<file path="src/hdl/lfw_defines.svh">
// constants of the low-frequency wake-up telegram receiver
// assumes a 100 MHz clock and an apb register port with 32-bit data
`ifndef LFW_DEFINES_SVH
`define LFW_DEFINES_SVH

// ------------------------------------------------------------
// register offsets (byte addresses)
// ------------------------------------------------------------
`define LFW_OFS_POWER_CTRL 12'h000
`define LFW_OFS_LISTEN_ON 12'h004
`define LFW_OFS_LISTEN_OFF_HIGH 12'h008
`define LFW_OFS_LISTEN_OFF_LOW 12'h00c
`define LFW_OFS_WAKE_PAT_HIGH 12'h010
`define LFW_OFS_WAKE_PAT_LOW 12'h014
`define LFW_OFS_MAX_WORDS 12'h018
`define LFW_OFS_RX_HIGH 12'h01c
`define LFW_OFS_RX_LOW 12'h020
`define LFW_OFS_IRQ_FLAGS 12'h024
`define LFW_OFS_IRQ_MASK 12'h028
`define LFW_OFS_STATE 12'h02c

// ------------------------------------------------------------
// field positions
// ------------------------------------------------------------
`define LFW_CTRL_LISTEN 0
`define LFW_CTRL_CARRIER_MODE 1
`define LFW_CTRL_WAKE_EN 4
`define LFW_CTRL_WAKE_RELEASE 7
`define LFW_FLAG_WAKE 0
`define LFW_FLAG_END 1
`define LFW_FLAG_DISCARD 2
`define LFW_FLAG_RX_WORD 5

// ------------------------------------------------------------
// reset values
// ------------------------------------------------------------
`define LFW_RST_CTRL 8'h00
`define LFW_RST_ON_COUNT 8'h04
`define LFW_RST_OFF_COUNT 16'h0010
`define LFW_RST_MAX_WORDS 8'h04

// ------------------------------------------------------------
// timing
// ------------------------------------------------------------
`define LFW_CLK_PERIOD_NS 10
`define LFW_TICK_US 1000
`define LFW_TICK_CYCLES ((`LFW_TICK_US * 1000) / `LFW_CLK_PERIOD_NS)
`define LFW_PREAMBLE_MIN_BITS 6'd8
`define LFW_SYNC_SYMBOLS 2'd2

`endif

</file>
<file path="src/hdl/lfw_pkg.sv">
// types shared by the wake-up telegram receiver
// assumes lfw_defines.svh holds the numeric constants
package lfw_pkg;

    typedef enum logic [2:0] {
        ST_IDLE,
        ST_OFF,
        ST_ON,
        ST_SYNC,
        ST_RX
    } lfw_state_t;

    typedef struct packed {
        logic psel;
        logic penable;
        logic pwrite;
        logic [11:0] paddr;
        logic [31:0] pwdata;
    } lfw_apb_req_t;

    typedef struct packed {
        logic pready;
        logic pslverr;
        logic [31:0] prdata;
    } lfw_apb_rsp_t;

    typedef struct packed {
        logic strobe;
        logic bitVal;
        logic illegal;
        logic carrier;
    } lfw_afe_t;

endpackage

</file>
<file path="src/hdl/lfw_receiver.sv">
// digital baseband of the low-frequency wake-up receiver
// assumes the front end delivers one strobe per decoded symbol
`include "lfw_defines.svh"
`timescale 1ns/1ns
`default_nettype none

module lfw_receiver #(
    parameter int TICK_CYCLES = `LFW_TICK_CYCLES
) (
    input wire logic clock,
    input wire logic clockEn,
    input wire logic rst_n,
    input wire lfw_pkg::lfw_apb_req_t apbReq,
    output var lfw_pkg::lfw_apb_rsp_t apbRsp,
    input wire lfw_pkg::lfw_afe_t afeIn,
    output logic afePowerEn,
    output logic cpuWake,
    output logic irq
);
    import lfw_pkg::*;

    // ------------------------------------------------------------
    // state
    // ------------------------------------------------------------
    typedef struct packed {
        lfw_state_t st;
        logic [16:0] pre;
        logic [15:0] cnt;
        logic [3:0] bitCnt;
        logic [15:0] shift;
        logic [7:0] words;
        logic [1:0] syncCnt;
        logic [5:0] preCnt;
        logic [7:0] ctrl;
        logic [7:0] onCnt;
        logic [7:0] offH;
        logic [7:0] offL;
        logic [7:0] patH;
        logic [7:0] patL;
        logic [7:0] maxW;
        logic [7:0] rxH;
        logic [7:0] rxL;
        logic [7:0] flags;
        logic [7:0] mask;
        logic wake;
        logic afeOn;
        logic irq;
        lfw_apb_rsp_t rsp;
    } lfw_regs_t;

    lfw_regs_t r_reg;
    lfw_regs_t r_next;
    logic [1:0] rstSync_reg;
    logic rstLocal_n;

    // ------------------------------------------------------------
    // reset release
    // ------------------------------------------------------------
    // async assert, release through two flops to avoid metastable exit
    always_ff @(posedge clock or negedge rst_n) begin
        if (!rst_n) begin
            rstSync_reg <= 2'b00;
        end else begin
            rstSync_reg <= {rstSync_reg[0], 1'b1};
        end
    end
    assign rstLocal_n = rstSync_reg[1];

    // ------------------------------------------------------------
    // next-state logic
    // ------------------------------------------------------------
    // bus, listening timer and telegram decoding share one copy
    always_comb begin
        logic tick;
        logic setup;
        logic done;
        logic [7:0] setFlags;
        logic [7:0] clrFlags;
        logic [31:0] rdata;
        logic mapped;
        logic [15:0] word;
        logic endMsg;
        logic drop;
        tick = 1'b0;
        setup = 1'b0;
        done = 1'b0;
        setFlags = 8'h00;
        clrFlags = 8'h00;
        rdata = 32'h0000_0000;
        mapped = 1'b1;
        word = 16'h0000;
        endMsg = 1'b0;
        drop = 1'b0;
        r_next = r_reg;

        // listening time base
        // free-running tick, so the first off period may be one tick short
        if (r_reg.pre >= 17'(TICK_CYCLES - 1)) begin
            r_next.pre = 17'h0_0000;
            tick = 1'b1;
        end else begin
            r_next.pre = r_reg.pre + 17'h0_0001;
        end

        // duty-cycled search and telegram decoding
        case (r_reg.st)
            ST_IDLE: begin
                // nothing powered until software enables listening
                if (r_reg.ctrl[`LFW_CTRL_LISTEN]) begin
                    r_next.st = ST_OFF;
                    r_next.cnt = 16'h0000;
                end
            end
            ST_OFF: begin
                // front end stays unpowered for the off-time
                if (tick) begin
                    r_next.cnt = r_reg.cnt + 16'h0001;
                end
                if (r_reg.cnt >= {r_reg.offH, r_reg.offL}) begin
                    r_next.st = ST_ON;
                    r_next.cnt = 16'h0000;
                    r_next.preCnt = 6'h00;
                end
            end
            ST_ON: begin
                // window open: count on-time, watch for a preamble
                if (tick) begin
                    r_next.cnt = r_reg.cnt + 16'h0001;
                end
                if (r_reg.ctrl[`LFW_CTRL_CARRIER_MODE]) begin
                    if (afeIn.carrier) begin
                        r_next.wake = 1'b1;
                        setFlags[`LFW_FLAG_WAKE] = 1'b1;
                        r_next.st = ST_OFF;
                        r_next.cnt = 16'h0000;
                    end
                end else if (afeIn.strobe) begin
                    // preamble: run of legal symbols
                    if (afeIn.illegal) begin
                        r_next.preCnt = 6'h00;
                    end else if (r_reg.preCnt + 6'h01 >= `LFW_PREAMBLE_MIN_BITS) begin
                        r_next.st = ST_SYNC;
                        r_next.syncCnt = 2'b00;
                    end else begin
                        r_next.preCnt = r_reg.preCnt + 6'h01;
                    end
                end
                // window closes unless a preamble holds it open
                if (r_next.st == ST_ON && r_reg.cnt >= {8'h00, r_reg.onCnt}) begin
                    r_next.st = ST_OFF;
                    r_next.cnt = 16'h0000;
                end
            end
            ST_SYNC: begin
                // late preamble symbols pass until the first illegal one
                if (afeIn.strobe) begin
                    if (afeIn.illegal) begin
                        r_next.syncCnt = r_reg.syncCnt + 2'b01;
                        if (r_reg.syncCnt + 2'b01 == `LFW_SYNC_SYMBOLS) begin
                            r_next.st = ST_RX;
                            r_next.bitCnt = 4'h0;
                            r_next.words = 8'h00;
                        end
                    end else if (r_reg.syncCnt != 2'b00) begin
                        drop = 1'b1;
                    end
                end
            end
            ST_RX: begin
                if (afeIn.strobe) begin
                    if (afeIn.illegal) begin
                        // only a byte boundary marks a clean end
                        if (r_reg.bitCnt == 4'h0 || r_reg.bitCnt == 4'h8) begin
                            endMsg = 1'b1;
                        end else begin
                            drop = 1'b1;
                        end
                    end else begin
                        word = {r_reg.shift[14:0], afeIn.bitVal};
                        r_next.shift = word;
                        r_next.bitCnt = r_reg.bitCnt + 4'h1;
                        if (r_reg.bitCnt == 4'hf) begin
                            r_next.rxH = word[15:8];
                            r_next.rxL = word[7:0];
                            setFlags[`LFW_FLAG_RX_WORD] = 1'b1;
                            r_next.words = r_reg.words + 8'h01;
                            if (r_reg.words == 8'h00 && r_reg.ctrl[`LFW_CTRL_WAKE_EN]) begin
                                if (word == {r_reg.patH, r_reg.patL}) begin
                                    r_next.wake = 1'b1;
                                    setFlags[`LFW_FLAG_WAKE] = 1'b1;
                                end else begin
                                    drop = 1'b1;
                                end
                            end
                            // wake id word counts against the limit
                            if (r_reg.words + 8'h01 >= r_reg.maxW) begin
                                endMsg = 1'b1;
                            end
                        end
                    end
                end
            end
            default: begin
                r_next.st = ST_IDLE;
            end
        endcase

        // leaving a telegram always restarts the off-time count
        if (endMsg || drop) begin
            r_next.st = ST_OFF;
            r_next.cnt = 16'h0000;
            setFlags[`LFW_FLAG_END] = endMsg;
            setFlags[`LFW_FLAG_DISCARD] = drop;
        end
        // software switch-off wins over any decoding step
        if (!r_reg.ctrl[`LFW_CTRL_LISTEN]) begin
            r_next.st = ST_IDLE;
        end

        // apb read mux
        case (apbReq.paddr)
            `LFW_OFS_POWER_CTRL: rdata = {24'h00_0000, 1'b0, r_reg.ctrl[6:0]};
            `LFW_OFS_LISTEN_ON: rdata = {24'h00_0000, r_reg.onCnt};
            `LFW_OFS_LISTEN_OFF_HIGH: rdata = {24'h00_0000, r_reg.offH};
            `LFW_OFS_LISTEN_OFF_LOW: rdata = {24'h00_0000, r_reg.offL};
            `LFW_OFS_WAKE_PAT_HIGH: rdata = {24'h00_0000, r_reg.patH};
            `LFW_OFS_WAKE_PAT_LOW: rdata = {24'h00_0000, r_reg.patL};
            `LFW_OFS_MAX_WORDS: rdata = {24'h00_0000, r_reg.maxW};
            `LFW_OFS_RX_HIGH: rdata = {24'h00_0000, r_reg.rxH};
            `LFW_OFS_RX_LOW: rdata = {24'h00_0000, r_reg.rxL};
            `LFW_OFS_IRQ_FLAGS: rdata = {24'h00_0000, r_reg.flags};
            `LFW_OFS_IRQ_MASK: rdata = {24'h00_0000, r_reg.mask};
            `LFW_OFS_STATE: rdata = {16'h0000, r_reg.words, 3'b000, r_reg.wake, r_reg.afeOn, r_reg.st};
            default: mapped = 1'b0;
        endcase

        // setup cycle prepares the answer, so every access set up with clock enable high completes without a wait
        setup = apbReq.psel && !apbReq.penable;
        done = apbReq.psel && apbReq.penable && r_reg.rsp.pready;
        r_next.rsp.pready = setup;
        if (setup) begin
            r_next.rsp.prdata = apbReq.pwrite ? 32'h0000_0000 : rdata;
            r_next.rsp.pslverr = !mapped;
        end else if (done) begin
            r_next.rsp.pslverr = 1'b0;
        end

        // writes land only at the completing edge
        if (done && apbReq.pwrite && mapped) begin
            case (apbReq.paddr)
                `LFW_OFS_POWER_CTRL: begin
                    r_next.ctrl = {1'b0, apbReq.pwdata[6:0]};
                    if (apbReq.pwdata[`LFW_CTRL_WAKE_RELEASE]) begin
                        r_next.wake = 1'b0;
                    end
                end
                `LFW_OFS_LISTEN_ON: r_next.onCnt = apbReq.pwdata[7:0];
                `LFW_OFS_LISTEN_OFF_HIGH: r_next.offH = apbReq.pwdata[7:0];
                `LFW_OFS_LISTEN_OFF_LOW: r_next.offL = apbReq.pwdata[7:0];
                `LFW_OFS_WAKE_PAT_HIGH: r_next.patH = apbReq.pwdata[7:0];
                `LFW_OFS_WAKE_PAT_LOW: r_next.patL = apbReq.pwdata[7:0];
                `LFW_OFS_MAX_WORDS: r_next.maxW = apbReq.pwdata[7:0];
                `LFW_OFS_IRQ_MASK: r_next.mask = apbReq.pwdata[7:0];
                default: r_next.rsp.pslverr = 1'b0;
            endcase
        end
        // read clears only the bits software actually saw
        if (done && !apbReq.pwrite && apbReq.paddr == `LFW_OFS_IRQ_FLAGS) begin
            clrFlags = r_reg.rsp.prdata[7:0];
        end
        // a new event beats the clear in the same cycle
        r_next.flags = (r_reg.flags & ~clrFlags) | setFlags;
        r_next.irq = |(r_next.flags & r_next.mask);
        // front end power follows the state about to be entered
        r_next.afeOn = r_next.st == ST_ON || r_next.st == ST_SYNC || r_next.st == ST_RX;
    end

    // ------------------------------------------------------------
    // state register
    // ------------------------------------------------------------
    // clock enable low holds every field, the bus answer too
    always_ff @(posedge clock or negedge rstLocal_n) begin
        if (!rstLocal_n) begin
            r_reg <= '0;
            r_reg.st <= ST_IDLE;
            r_reg.ctrl <= `LFW_RST_CTRL;
            r_reg.onCnt <= `LFW_RST_ON_COUNT;
            r_reg.offH <= 8'(`LFW_RST_OFF_COUNT >> 8);
            r_reg.offL <= 8'(`LFW_RST_OFF_COUNT & 16'h00ff);
            r_reg.maxW <= `LFW_RST_MAX_WORDS;
        end else if (clockEn) begin
            r_reg <= r_next;
        end
    end

    // ------------------------------------------------------------
    // outputs straight from flops
    // ------------------------------------------------------------
    assign apbRsp = r_reg.rsp;
    assign afePowerEn = r_reg.afeOn;
    assign cpuWake = r_reg.wake;
    assign irq = r_reg.irq;

endmodule // lfw_receiver

`default_nettype wire

</file>
<file path="config.mk">
export PLATFORM = sky130hd
export DESIGN_NAME = lfw_receiver
export DESIGN_NICKNAME = d
export VERILOG_FILES = /design/src/hdl/lfw_pkg.sv /design/src/hdl/lfw_receiver.sv
export VERILOG_INCLUDE_DIRS = /design/src /design/src/hdl
export SDC_FILE = /design/constraint.sdc
export NUM_CORES = 1
export LEC_CHECK = 0
export BUFFER_PORTS_ARGS = -buffer_cell sky130_fd_sc_hd__buf_2
export CAP_MARGIN = 20
export CORE_ASPECT_RATIO = 1.5
export CORE_MARGIN = 1.5
export CORE_UTILIZATION = 55
export DETAILED_ROUTE_END_ITERATION = 8
export PLACE_DENSITY = 0.85
export SYNTH_ARGS = -nofsm -noshare
export SYNTH_HDL_FRONTEND = slang
export SYNTH_SLANG_ARGS = --single-unit
</file>
<file path="constraint.sdc">
create_clock -name clock -period 6.9 [get_ports clock]
set_clock_uncertainty 0.15 [all_clocks]
set_input_delay 0 -clock clock [delete_from_list [all_inputs] [get_ports clock]]
set_output_delay 0 -clock clock [all_outputs]
set_load 0.02 [all_outputs]
</file>
==> impl_metrics.env, run 1 <==
export IMPL_drt_total_wl_um=24600
export IMPL_drt_pass1_iter_count=7
export IMPL_clkLatencyLatePin_ns=0.45
export IMPL_largest_register_ffs=158
export IMPL_cts_root_buf="clkbuf_16"
export IMPL_start_util_pct=56.1
export IMPL_synth_top_flop_cell="dfrtp_1"
export IMPL_clk_pin_slew_ns=0.09
export IMPL_rsz0062_at_grt="false"
export IMPL_maxCapViolCount=0
export IMPL_die_area_um2=19100
export IMPL_max_stage_delay_ns=0.72
export IMPL_p_leak_nw=5.27
export IMPL_async_flop_share_pct=100
export IMPL_syn_to_final_growth_pct=10.9
export IMPL_rows=60
export IMPL_pwr_share_clk_pct=45.1
export IMPL_dieHeight_um=169
export IMPL_finalMaxSlewViolations=0
export IMPL_p_int_mw=1.64
export IMPL_vias_per_cell=6.42
export IMPL_cts_tree="yes"
export IMPL_portBuffers=50
export IMPL_end_kind="register"
export IMPL_path_max_fanout=16
export IMPL_ys_types=78
export IMPL_syn_inst=931
export IMPL_drt_iter0_markers=746
export IMPL_hold_viol=0
export IMPL_yosys_warnings=0
export IMPL_synth_compound_gate_area_share_pct=12.0
export IMPL_antenna_found_initial=1
export IMPL_seq_power_share_pct=49.1
export IMPL_dr_total_vias=7732
export IMPL_htreeDepth=4
export IMPL_synth_top_family_by_area="multiplexers"
export IMPL_synthAdderAreaFrac_pct=5.22
export IMPL_arrival_ns=4.37
export IMPL_synth_simple_area_share_pct=13.9
export IMPL_totalPowerFinal_mw=2.26
export IMPL_combPwrFrac_pct=5.8
export IMPL_ctsHoldBuffers=21
export IMPL_status="finished, final reports clean"
export IMPL_seq_area_frac_synth_pct=45.0
export IMPL_final_net_count=1070
export IMPL_ctsLongestPathBuffers=2
export IMPL_tightest_slew_ns=1.14
export IMPL_fin_crit_ns=4.14
export IMPL_finalSetupTns_ns=0
export IMPL_syn_area_per_cell_um2=10.8
export IMPL_drc=0
export IMPL_coreArea_um2=17900
export IMPL_placed_cells=1149
export IMPL_ir_drop_uv=122
export IMPL_crit_type="register to register"
export IMPL_grt_pass1_vias=7656
export IMPL_cts_sinks=181
export IMPL_p_sw_mw=0.625
export IMPL_die_x_um=113
export IMPL_clock_fmax_mhz=242
export IMPL_setup_worst_path_start_class="register"
export IMPL_wl_per_cell_um=20.4
export IMPL_numCtsBuffers=17
export IMPL_slew_headroom_pct=23.7
export IMPL_io_pins=91
export IMPL_grt_max_degree=84
export IMPL_postRouteAntennaNets=0
export IMPL_grt_pass1_wl_um=39800
export IMPL_drive_gt1_share_pct=22.5
export IMPL_synth_edf_count=0
export IMPL_p_per_area_nw_per_um2=203
export IMPL_setup_viol=0
export IMPL_cts_setup_buffers=0
export IMPL_synth_mux_area_share_pct=14.6
export IMPL_fin_crit_sh_pct=60.0
export IMPL_hpwl_um=17100
export IMPL_final_cell_count_no_fill=1205
export IMPL_hold_class="input pin to register"
export IMPL_p_sw_share_pct=27.6
export IMPL_place_gp_congestion=0.908
export IMPL_cts_resized=0
export IMPL_utilization_pct=62.2
export IMPL_ys_ff_latch=181
export IMPL_synth_area_um2=10100
export IMPL_path_cells="ha_1 > xor2_1 > ha_1 > a211oi_1 > o21ai_0 > a2111oi_0 > o21ai_1 > o21ai_0 > and3b_1 > o21ba_2"
export IMPL_required_ns=7.13
export IMPL_crit_slowest_cell="a2111oi_0"
export IMPL_synth_xor_area_share_pct=3.48
export IMPL_overflow=0
export IMPL_grtUsageTotal_pct=26.8
[cell usage in the layout, fill, tap and decap left out, drive strengths merged, types with 8 or more instances in the layout]
master and instances:
a21o 13, xnor2 27, a21oi 33, inv 54, nand3 26, dfrtp 178, xor2 13, or3 8
mux2 98, nor4 8, and3 13, dlygate4sd3 21, conb 17, a31oi 9, nand2 72, o21ai 31
a222oi 10, nor2 52, buf 54, nand2b 11, clkinv 9, mux4 13, a22o 12, ha 42
clkbuf 17, nor3 12, nand4 26
[cell type report]
type,instances,area [um^2]
Inverter,48,180
Antenna cell,1,2.50
Clock inverter,15,214
Timing Repair Buffer,75,514
Clock buffer,17,425
Sequential cell,181,4540
Fill cell,1363,6780
Tap cell,217,272
Multi-Input combinational cell,651,5020
[routing by layer]
| metal | vias to the layer above | GRT usage, % | share of wire, % |
|---|---|---|---|
| li1 | 3454 | - | - |
| met1 | 3817 | 32.6 | 39 |
| met2 | 374 | 45.5 | 50 |
| met3 | 87 | 5.08 | 6.4 |
| met4 | 0 | 13.8 | 4.8 |
| met5 | - | 0 | 0 |
[synth_stat cells (all sizes together) (3+ instances only)]
cell type | instances | share of area, %
xnor2 | 27 | 2.3
o211ai | 6 | 0.58
nand2b | 11 | 0.68
and3 | 13 | 0.81
a31oi | 9 | 0.56
a21boi | 5 | 0.37
o31ai | 7 | 0.57
a21oi | 33 | 1.6
a21o | 13 | 0.97
dfrtp | 178 | 44
nand3 | 26 | 1.3
o2bb2ai | 3 | 0.26
nor3 | 12 | 0.70
nand2 | 72 | 2.7
o2111ai | 7 | 0.61
mux2i | 7 | 0.70
o22ai | 4 | 0.31
or3 | 8 | 0.50
or2 | 6 | 0.37
a22oi | 5 | 0.37
nand3b | 3 | 0.22
and2 | 6 | 0.37
nand4 | 26 | 1.6
xor2 | 13 | 1.1
nor2 | 52 | 2.0
a22o | 12 | 1.0
or4 | 4 | 0.30
ha | 42 | 5.2
a211oi | 7 | 0.65
nor4 | 8 | 0.71
mux2 | 98 | 11
mux4 | 13 | 2.9
buf | 46 | 3.1
inv | 47 | 1.8
o21ai | 31 | 1.6
nor2b | 7 | 0.44
a222oi | 10 | 0.99
clkbuf | 20 | 0.76
dfstp | 3 | 0.78
[path summary, 6_finish.rpt]
check | depth (start not counted) | slack (ns) | startpoint | end
worst max-delay path | 10 | 2.76 | r_reg[133]$_DFFE_PN0P_ | r_reg[164]$_DFFE_PN0P_
max in group asynchronous | 1 | 5.43 | rstSync_reg[1]$_DFF_PN0_ | r_reg[127]$_DFFE_PN0P_
worst min-delay path | 5 | 0.03 | afeIn[0] | r_reg[194]$_DFFE_PN0P_
worst min register to register | 0 | 0.06 | rstSync_reg[1]$_DFF_PN0_ | r_reg[151]$_DFFE_PN0P_
worst max register to register | 10 | 2.76 | r_reg[133]$_DFFE_PN0P_ | r_reg[164]$_DFFE_PN0P_
min in group asynchronous | 0 | 0.06 | rstSync_reg[1]$_DFF_PN0_ | r_reg[151]$_DFFE_PN0P_
[cells by family (layout without fill, tap and decap cells)]
kind of cell / Yosys count / after routing
other: 2 / 18
AND/OR/NAND/NOR: 267 / 267
buffers and inverters: 114 / 155
AO/OA/AOI/OAI: 167 / 167
multiplexers: 118 / 118
flip-flops: 181 / 181
adder cells (fa/ha/maj): 42 / 42
XOR/XNOR: 40 / 40
[power by group through the flow]
| stage | sequential [mW] | combinational, mW | clock, mW |
|---|---|---|---|
| after global routing | 1.12 | 0.148 | 1.07 |
| after floorplan | 1.14 | 0.0798 | 0 |
| final | 1.11 | 0.132 | 1.02 |
| after global placement | 1.14 | 0.109 | 0 |
| after CTS | 1.12 | 0.123 | 1.03 |
| after detailed placement | 1.14 | 0.113 | 0 |
[stage by stage]
step	setup WS (ns)	hold slack [ns]	instance area [um^2]
final	2.76	0.0282	11200
after global routing	2.60	0.0639	11200
after global placement	2.96	-0.366	10300
after floorplan	1.34	-0.446	10100
after CTS	2.88	0.0129	11100
after detailed placement	2.94	-0.362	10300
[worst max-delay path, delay by kind of cell (launching register included)]
| family | cells | cell delay (ns) |
|---|---|---|
| AOI/OAI and AO/OA | 6 | 2.25 |
| adders and majority gates | 2 | 0.54 |
| DFF | 1 | 0.51 |
| and+or+nand+nor | 1 | 0.40 |
| xor gates and xnor gates | 1 | 0.21 |
Power figures use the tool's default switching activity.
==> run 2: changes to the inputs <==
Settings changed: ABC_AREA from default to 1, PLACE_DENSITY 0.85 to 0.87.
Clock period 6.9 ns to 3.5 ns, I/O delays scaled along.
==> run 2 against run 1 <==
  * Die area up 6.9%
  * Via count up 27%
  * Total power rose to 2.6 times the previous value
  * Routed wire length up 18%
  * Core utilization up 0.41 points
  * Worst hold slack worse by 0.013 ns
  * Critical path depth up 9
  * Critical endpoint is now r_reg[163]$_DFFE_PN0P_
  * Largest cell class unchanged
==> impl_metrics.env, run 2 <==
export IMPL_pwr_share_clk_pct=36.2
export IMPL_drc=0
export IMPL_end_kind="register"
export IMPL_cts_sinks=181
export IMPL_finalSetupTns_ns=0
export IMPL_wl_per_cell_um=16.8
export IMPL_ys_ff_latch=181
export IMPL_layout_setup_ws_ns=0.309
export IMPL_crit_buf_inv=3
export IMPL_synth_area_leaders="dfrtp_1 41%, nand2_1 11%, inv_1 6.8%"
export IMPL_grt_pass1_wl_um=46900
export IMPL_r2r_start="r_reg[135]$_DFFE_PN0P_"
export IMPL_place_gp_congestion=0.954
export IMPL_path_cells="inv_1 > nor3_2 > nand3_1 > nor2_1 > nand2_1 > xor2_1 > inv_1 > ha_1 > a21oi_1 > o21a_1 > nand3_1 > nand2_1 > nand2_1 > nand2_1 > nand3_2 > nand2_1 > buf_4 > nor2_1 > nor3b_1"
export IMPL_syn_inst=1397
export IMPL_path_max_fanout=14
export IMPL_yosys_area_top_type="dfrtp_1"
export IMPL_clock_fmax_mhz=313
export IMPL_p_per_area_nw_per_um2=496
export IMPL_crit_type="register to register"
export IMPL_cts_root_buf="clkbuf_16"
export IMPL_hpwl_um=21300
export IMPL_finalMaxSlewViolations=0
export IMPL_arrival_ns=3.40
export IMPL_antenna_cells=0
export IMPL_utilization_pct=62.6
export IMPL_die_area_um2=20500
export IMPL_portBuffers=50
export IMPL_r2r_slack_ns=0.31
export IMPL_postRouteAntennaNets=0
export IMPL_layout_common_cells="330 x nand2_1, 193 x inv_1, 177 x dfrtp_1"
export IMPL_seq_power_share_pct=42.9
export IMPL_drt_pass1_iter_count=7
export IMPL_htreeDepth=4
export IMPL_p_int_mw=4.06
export IMPL_final_cell_count_no_fill=1719
export IMPL_timing_rr_end="r_reg[163]$_DFFE_PN0P_"
export IMPL_yosys_warnings=0
export IMPL_reg2reg_depth=19
export IMPL_required_ns=3.71
export IMPL_min_delay_start="apbReq[32]"
export IMPL_fin_crit_ns=3.19
export IMPL_synth_edf_count=0
export IMPL_yosysTopAreaCellShare_pct=41.3
export IMPL_dp_slack_ns=0.182
export IMPL_max_stage_delay_ns=0.39
export IMPL_synth_most_common_cell="nand2_1"
export IMPL_setup_worst_path_start_class="register"
export IMPL_path_common_cell="nand2_1"
export IMPL_p_sw_share_pct=31.7
export IMPL_grtUsageTotal_pct=29.0
export IMPL_synth_top_flop_cell="dfrtp_1"
export IMPL_grt_max_degree=56
export IMPL_drive_gt1_share_pct=9.36
export IMPL_clk_pin_slew_ns=0.07
export IMPL_fin_crit_sh_pct=91.2
export IMPL_hold_class="input pin to register"
export IMPL_antenna_found_initial=0
export IMPL_crit_family="simple AND/OR/NAND/NOR gates"
export IMPL_async_flop_share_pct=100
export IMPL_die_x_um=117
export IMPL_syn_area_per_cell_um2=7.71
export IMPL_overflow=0
export IMPL_drt_iter0_markers=872
export IMPL_synth_area_um2=10800
export IMPL_largest_register_ffs=158
export IMPL_min_path_cells=6
export IMPL_ys_types=42
export IMPL_hold_end="r_reg[92]$_DFFE_PN0P_"
export IMPL_slew_headroom_pct=44.5
export IMPL_clkLatencyLatePin_ns=0.44
export IMPL_placed_cells=1666
export IMPL_coreArea_um2=19200
export IMPL_rsz0062_at_grt="false"
export IMPL_netlist_top_cells_count="330 x nand2_1, 194 x inv_1, 178 x dfrtp_1"
export IMPL_p_sw_mw=1.89
export IMPL_status="finished, final reports clean"
export IMPL_vias_per_cell=5.73
export IMPL_start_util_pct=56.2
export IMPL_grt_pass1_vias=9429
export IMPL_ir_drop_uv=392
export IMPL_setup_viol=0
export IMPL_dr_total_vias=9848
export IMPL_seq_area_frac_synth_pct=42.1
export IMPL_p_leak_nw=6.05
export IMPL_ctsLongestPathBuffers=2
export IMPL_rows=62
export IMPL_hold_viol=0
export IMPL_maxCapViolCount=0
export IMPL_syn_to_final_growth_pct=11.3
export IMPL_crit_slowest_cell="dfrtp_1"
export IMPL_tightest_slew_ns=0.826
export IMPL_final_net_count=1546
export IMPL_layout_commonest_cell="nand2_1"
export IMPL_drt_total_wl_um=28900
export IMPL_io_pins=91
export IMPL_numCtsBuffers=17
export IMPL_combPwrFrac_pct=20.9
export IMPL_dieHeight_um=174
export IMPL_cts_tree="yes"
run 2: cell count changes in the layout (fill, tap and decap cells not counted), sizes merged, moves of 21 or more:
cell    change
a221oi     +21
inv       +148
mux2       -95
nand2     +266
nand3      +52
nor2       +71
o21ai     +127
o22ai      +25
xnor2      -26
xor2       +26
run 2: worst max-delay path by stage:
| stage | startpoint | endpoint | depth (start not counted) |
|---|---|---|---|
| 2_1_floorplan | rstSync_reg[1]$_DFF_PN0_ | afePowerEn$_DFFE_PN0P_ | 0 |
| 3_3_place_gp | r_reg[133]$_DFFE_PN0P_ | r_reg[172]$_DFFE_PN0P_ | 21 |
| 3_5_place_dp | r_reg[133]$_DFFE_PN0P_ | r_reg[169]$_DFFE_PN0P_ | 20 |
| 4_1_cts | r_reg[133]$_DFFE_PN0P_ | r_reg[169]$_DFFE_PN0P_ | 20 |
| 5_1_grt | r_reg[135]$_DFFE_PN0P_ | r_reg[163]$_DFFE_PN0P_ | 19 |
| 6_report | r_reg[135]$_DFFE_PN0P_ | r_reg[163]$_DFFE_PN0P_ | 19 |
run 2: per-stage QoR:
| stage | power, mW | hold WS (ns) | area, um^2 |
|---|---|---|---|
| global route | 6.26 | 0.0422 | 12000 |
| global placement | 3.68 | -0.365 | 11100 |
| detailed placement | 3.76 | -0.361 | 11100 |
| floorplan | 3.43 | -0.446 | 10800 |
| CTS | 5.95 | 0.000976 | 12000 |
| finish | 5.95 | 0.0156 | 12000 |
run 2: area by class of cell:
class,count,area [um^2]
Clock inverter,13,218
Sequential cell,181,4540
Timing Repair Buffer,83,573
Inverter,203,767
Tap cell,256,320
Fill cell,1607,7160
Multi-Input combinational cell,964,5140
Clock buffer,19,443
run 2: cell families after synthesis:
group | Yosys count | share of synthesized area [%]
compound gates | 275 | 14.3
fa+ha+maj | 42 | 4.88
flops | 181 | 42.1
other cells | 2 | 0.0697
xor+xnor | 40 | 3.25
mux | 3 | 0.418
simple gates | 587 | 24.2
buf+inv | 267 | 10.9
run 2: repair_timing:
item,CTS,global route
buffers inserted,0,1
endpoints found under the setup margin,0,16
hold buffers,20,0
endpoints found under the hold margin,95,0
resized for setup,0,3
run 2: metal layers:
metal	GRT usage [%]	wire length [um]	vias to the layer above
met5	0	0	-
met4	19.0	1910	0
met3	4.95	1680	125
met2	50.6	14700	432
met1	32.5	10700	4668
li1	-	-	4623
run 2: worst min-delay path: stages:
cell,delay (ns)
buf_2,0.09
nor2_2,0.06
nand2_1,0.09
inv_2,0.07
nand4_4,0.18
o21ai_1,0.07
run 2: power groups by stage:
stage,Clock [mW],Combinational (mW),Sequential (mW)
after global routing,2.27,1.41,2.58
final,2.16,1.24,2.55
after global placement,0,1.11,2.57
after floorplan,0,0.884,2.54
after detailed placement,0,1.18,2.58
after CTS,2.19,1.21,2.55
==> run 3: changes to the inputs <==
--- a/config.mk
+++ b/config.mk
@@ -7,12 +7,12 @@
 export NUM_CORES = 1
 export LEC_CHECK = 0
-export ABC_AREA = 1
 export BUFFER_PORTS_ARGS = -buffer_cell sky130_fd_sc_hd__buf_2
 export CAP_MARGIN = 20
 export CORE_ASPECT_RATIO = 1.5
 export CORE_MARGIN = 1.5
-export CORE_UTILIZATION = 55
+export CORE_UTILIZATION = 54
+export CTS_CLUSTER_SIZE = 16
 export DETAILED_ROUTE_END_ITERATION = 8
-export PLACE_DENSITY = 0.87
+export PLACE_DENSITY = 0.86
 export SYNTH_ARGS = -nofsm -noshare
 export SYNTH_HDL_FRONTEND = slang
--- a/constraint.sdc
+++ b/constraint.sdc
@@ -3,3 +3,3 @@
 set_input_delay 0 -clock clock [delete_from_list [all_inputs] [get_ports clock]]
 set_output_delay 0 -clock clock [all_outputs]
-set_load 0.02 [all_outputs]
+set_load 0.05 [all_outputs]
==> run 3 against run 2 <==
  * Clock power is 9.3% lower
  * Worst hold slack better by 0.13 ns
  * Global-route usage is 2.4 points lower
  * Register-to-register slack worse by 0.12 ns
  * Die area shrank 4.8%
  * Non-clock buffer count up 6
  * Sequential power shrank 14%
  * Critical path depth is 7 lower
  * Flip-flop and latch count did not move
  * Via count shrank 21%
  * Critical path type unchanged
  * Count of clock-buffer cells in the layout down 2
  * Highest routed layer unchanged
==> impl_metrics.env, run 3 (synthesis gave the netlist of run 1 again) <==
export IMPL_status="finished, final reports clean"
export IMPL_drt_iter0_markers=618
export IMPL_layout_commonest_cell="dfrtp_1"
export IMPL_seq_power_share_pct=49.3
export IMPL_drive_gt1_share_pct=24.3
export IMPL_p_leak_nw=5.33
export IMPL_final_cell_count_no_fill=1253
export IMPL_cts_tree="yes"
export IMPL_placed_cells=1199
export IMPL_drt_pass1_iter_count=6
export IMPL_p_int_mw=3.30
export IMPL_max_stage_delay_ns=0.46
export IMPL_layout_common_cells="176 x dfrtp_1, 98 x mux2_2, 72 x nand2_1"
export IMPL_setup_worst_path_start_class="register"
export IMPL_coreArea_um2=18400
export IMPL_pwr_share_clk_pct=44.1
export IMPL_antenna_cells=0
export IMPL_maxCapViolCount=0
export IMPL_clkLatencyLatePin_ns=0.44
export IMPL_grt_pass1_vias=7899
export IMPL_hpwl_um=17500
export IMPL_rows=61
export IMPL_dr_total_vias=7782
export IMPL_totalPowerFinal_mw=4.45
export IMPL_grtUsageTotal_pct=26.6
export IMPL_io_pins=91
export IMPL_path_cells="ha_1 > xor2_2 > ha_1 > a211oi_1 > o21ai_0 > a2111oi_2 > buf_4 > o21ai_2 > buf_4 > o211ai_1 > xor2_1 > nor2_1"
export IMPL_rsz0062_at_grt="false"
export IMPL_clock_fmax_mhz=302
export IMPL_finalMaxSlewViolations=0
export IMPL_required_ns=3.66
export IMPL_antenna_found_initial=0
export IMPL_clk_pin_slew_ns=0.07
export IMPL_grt_max_degree=107
export IMPL_die_x_um=114
export IMPL_p_sw_mw=1.15
export IMPL_drt_total_wl_um=25000
export IMPL_largest_register_ffs=158
export IMPL_tightest_slew_ns=0.751
export IMPL_syn_to_final_growth_pct=12.3
export IMPL_final_net_count=1084
export IMPL_ir_drop_uv=259
export IMPL_portBuffers=50
export IMPL_htreeDepth=4
export IMPL_grt_pass1_wl_um=40100
export IMPL_cts_root_buf="clkbuf_16"
export IMPL_setup_viol=0
export IMPL_arrival_ns=3.47
export IMPL_postRouteAntennaNets=0
export IMPL_overflow=0
export IMPL_hold_viol=0
export IMPL_place_gp_congestion=0.914
export IMPL_vias_per_cell=6.21
export IMPL_hold_class="register to asynchronous set/reset pin"
export IMPL_p_sw_share_pct=25.8
export IMPL_cts_sinks=181
export IMPL_fin_crit_ns=3.31
export IMPL_finalSetupTns_ns=0
export IMPL_start_util_pct=54.7
export IMPL_cts_setup_buffers=0
export IMPL_fin_crit_sh_pct=94.5
export IMPL_end_kind="register"
export IMPL_utilization_pct=61.4
export IMPL_p_per_area_nw_per_um2=394
export IMPL_path_max_fanout=7
export IMPL_numCtsBuffers=17
export IMPL_dieHeight_um=170
export IMPL_ctsLongestPathBuffers=2
export IMPL_crit_type="register to register"
export IMPL_combPwrFrac_pct=6.6
export IMPL_slew_headroom_pct=49.4
export IMPL_crit_slowest_cell="dfrtp_2"
export IMPL_drc=0
export IMPL_die_area_um2=19500
export IMPL_wl_per_cell_um=19.9
-- run 3: changes by cell type in the layout (fill, tap and decap cells not counted), sizes merged, moves of 12 or more --
cell	change
nor2	-71
mux4	+13
a21o	+12
a22o	+12
a221oi	-21
mux2	+95
inv	-149
xor2	-26
nand2	-266
o21ai	-127
xnor2	+26
nand3	-52
and3	+13
o22ai	-25
-- run 3: routing by layer --
| metal | share of wire (%) | wire length (um) | up-vias | track usage, % |
|---|---|---|---|---|
| met3 | 5.4 | 1340 | 102 | 3.77 |
| met5 | 0 | 0 | - | 0 |
| li1 | - | - | 3468 | - |
| met2 | 50 | 12400 | 340 | 45.2 |
| met4 | 6.1 | 1530 | 0 | 16.6 |
| met1 | 39 | 9680 | 3872 | 31.4 |
-- run 3: power by group through the flow --
stage	combinational (mW)	clock, mW	sequential (mW)
after floorplan	0.187	0	2.24
after global placement	0.262	0	2.23
after detailed placement	0.270	0	2.23
after CTS	0.293	1.97	2.20
after global routing	0.320	2.06	2.20
final	0.293	1.96	2.20
-- run 3: repair_timing --
item	CTS	global route
hold endpoints to repair	84	0
setup endpoints to repair	0	17
hold buffers	22	0
gates resized for setup	0	10
-- run 3: layout make-up --
class | count | area (um^2)
fill | 1406 | 7100
inverter | 48 | 180
multi-input combinational | 651 | 5060
timing repair buffer | 89 | 611
tap | 252 | 315
clock buffer | 17 | 425
sequential | 181 | 4540
clock inverter | 15 | 168
-- run 3: final timing paths --
kind,start,endpoint,slack (ns),cells after the start
setup / recovery,r_reg[134]$_DFFE_PN0P_,r_reg[165]$_DFFE_PN0P_,0.19,12
hold / removal,rstSync_reg[1]$_DFF_PN0_,r_reg[149]$_DFFE_PN0P_,0.15,0
setup reg to reg,r_reg[134]$_DFFE_PN0P_,r_reg[165]$_DFFE_PN0P_,0.19,12
hold reg to reg,rstSync_reg[1]$_DFF_PN0_,r_reg[149]$_DFFE_PN0P_,0.15,0
max in group asynchronous,rstSync_reg[1]$_DFF_PN0_,r_reg[164]$_DFFE_PN0P_,2.09,1
min in group clock,apbReq[46],r_reg[46]$_DFFE_PN0P_,0.15,6
-- run 3: stage by stage --
stage / hold WS (ns) / setup WS (ns) / area, um^2
2_1_floorplan: -0.446 / 0.358 / 10100
3_3_place_gp: -0.366 / 0.187 / 10400
3_5_place_dp: -0.364 / 0.115 / 10400
4_1_cts: 0.123 / 0.0538 / 11300
5_1_grt: 0.194 / 0.0264 / 11300
6_report: 0.146 / 0.193 / 11300
-- run 3: critical path, delay by kind of cell, from the launching register on --
kind,cells,cell delay [ns]
AOI/OAI and AO/OA,5,1.25
adders and majority gates,2,0.55
DFF,1,0.46
buffers and inverters,2,0.37
xor gates and xnor gates,2,0.34
and+or+nand+nor,1,0.05
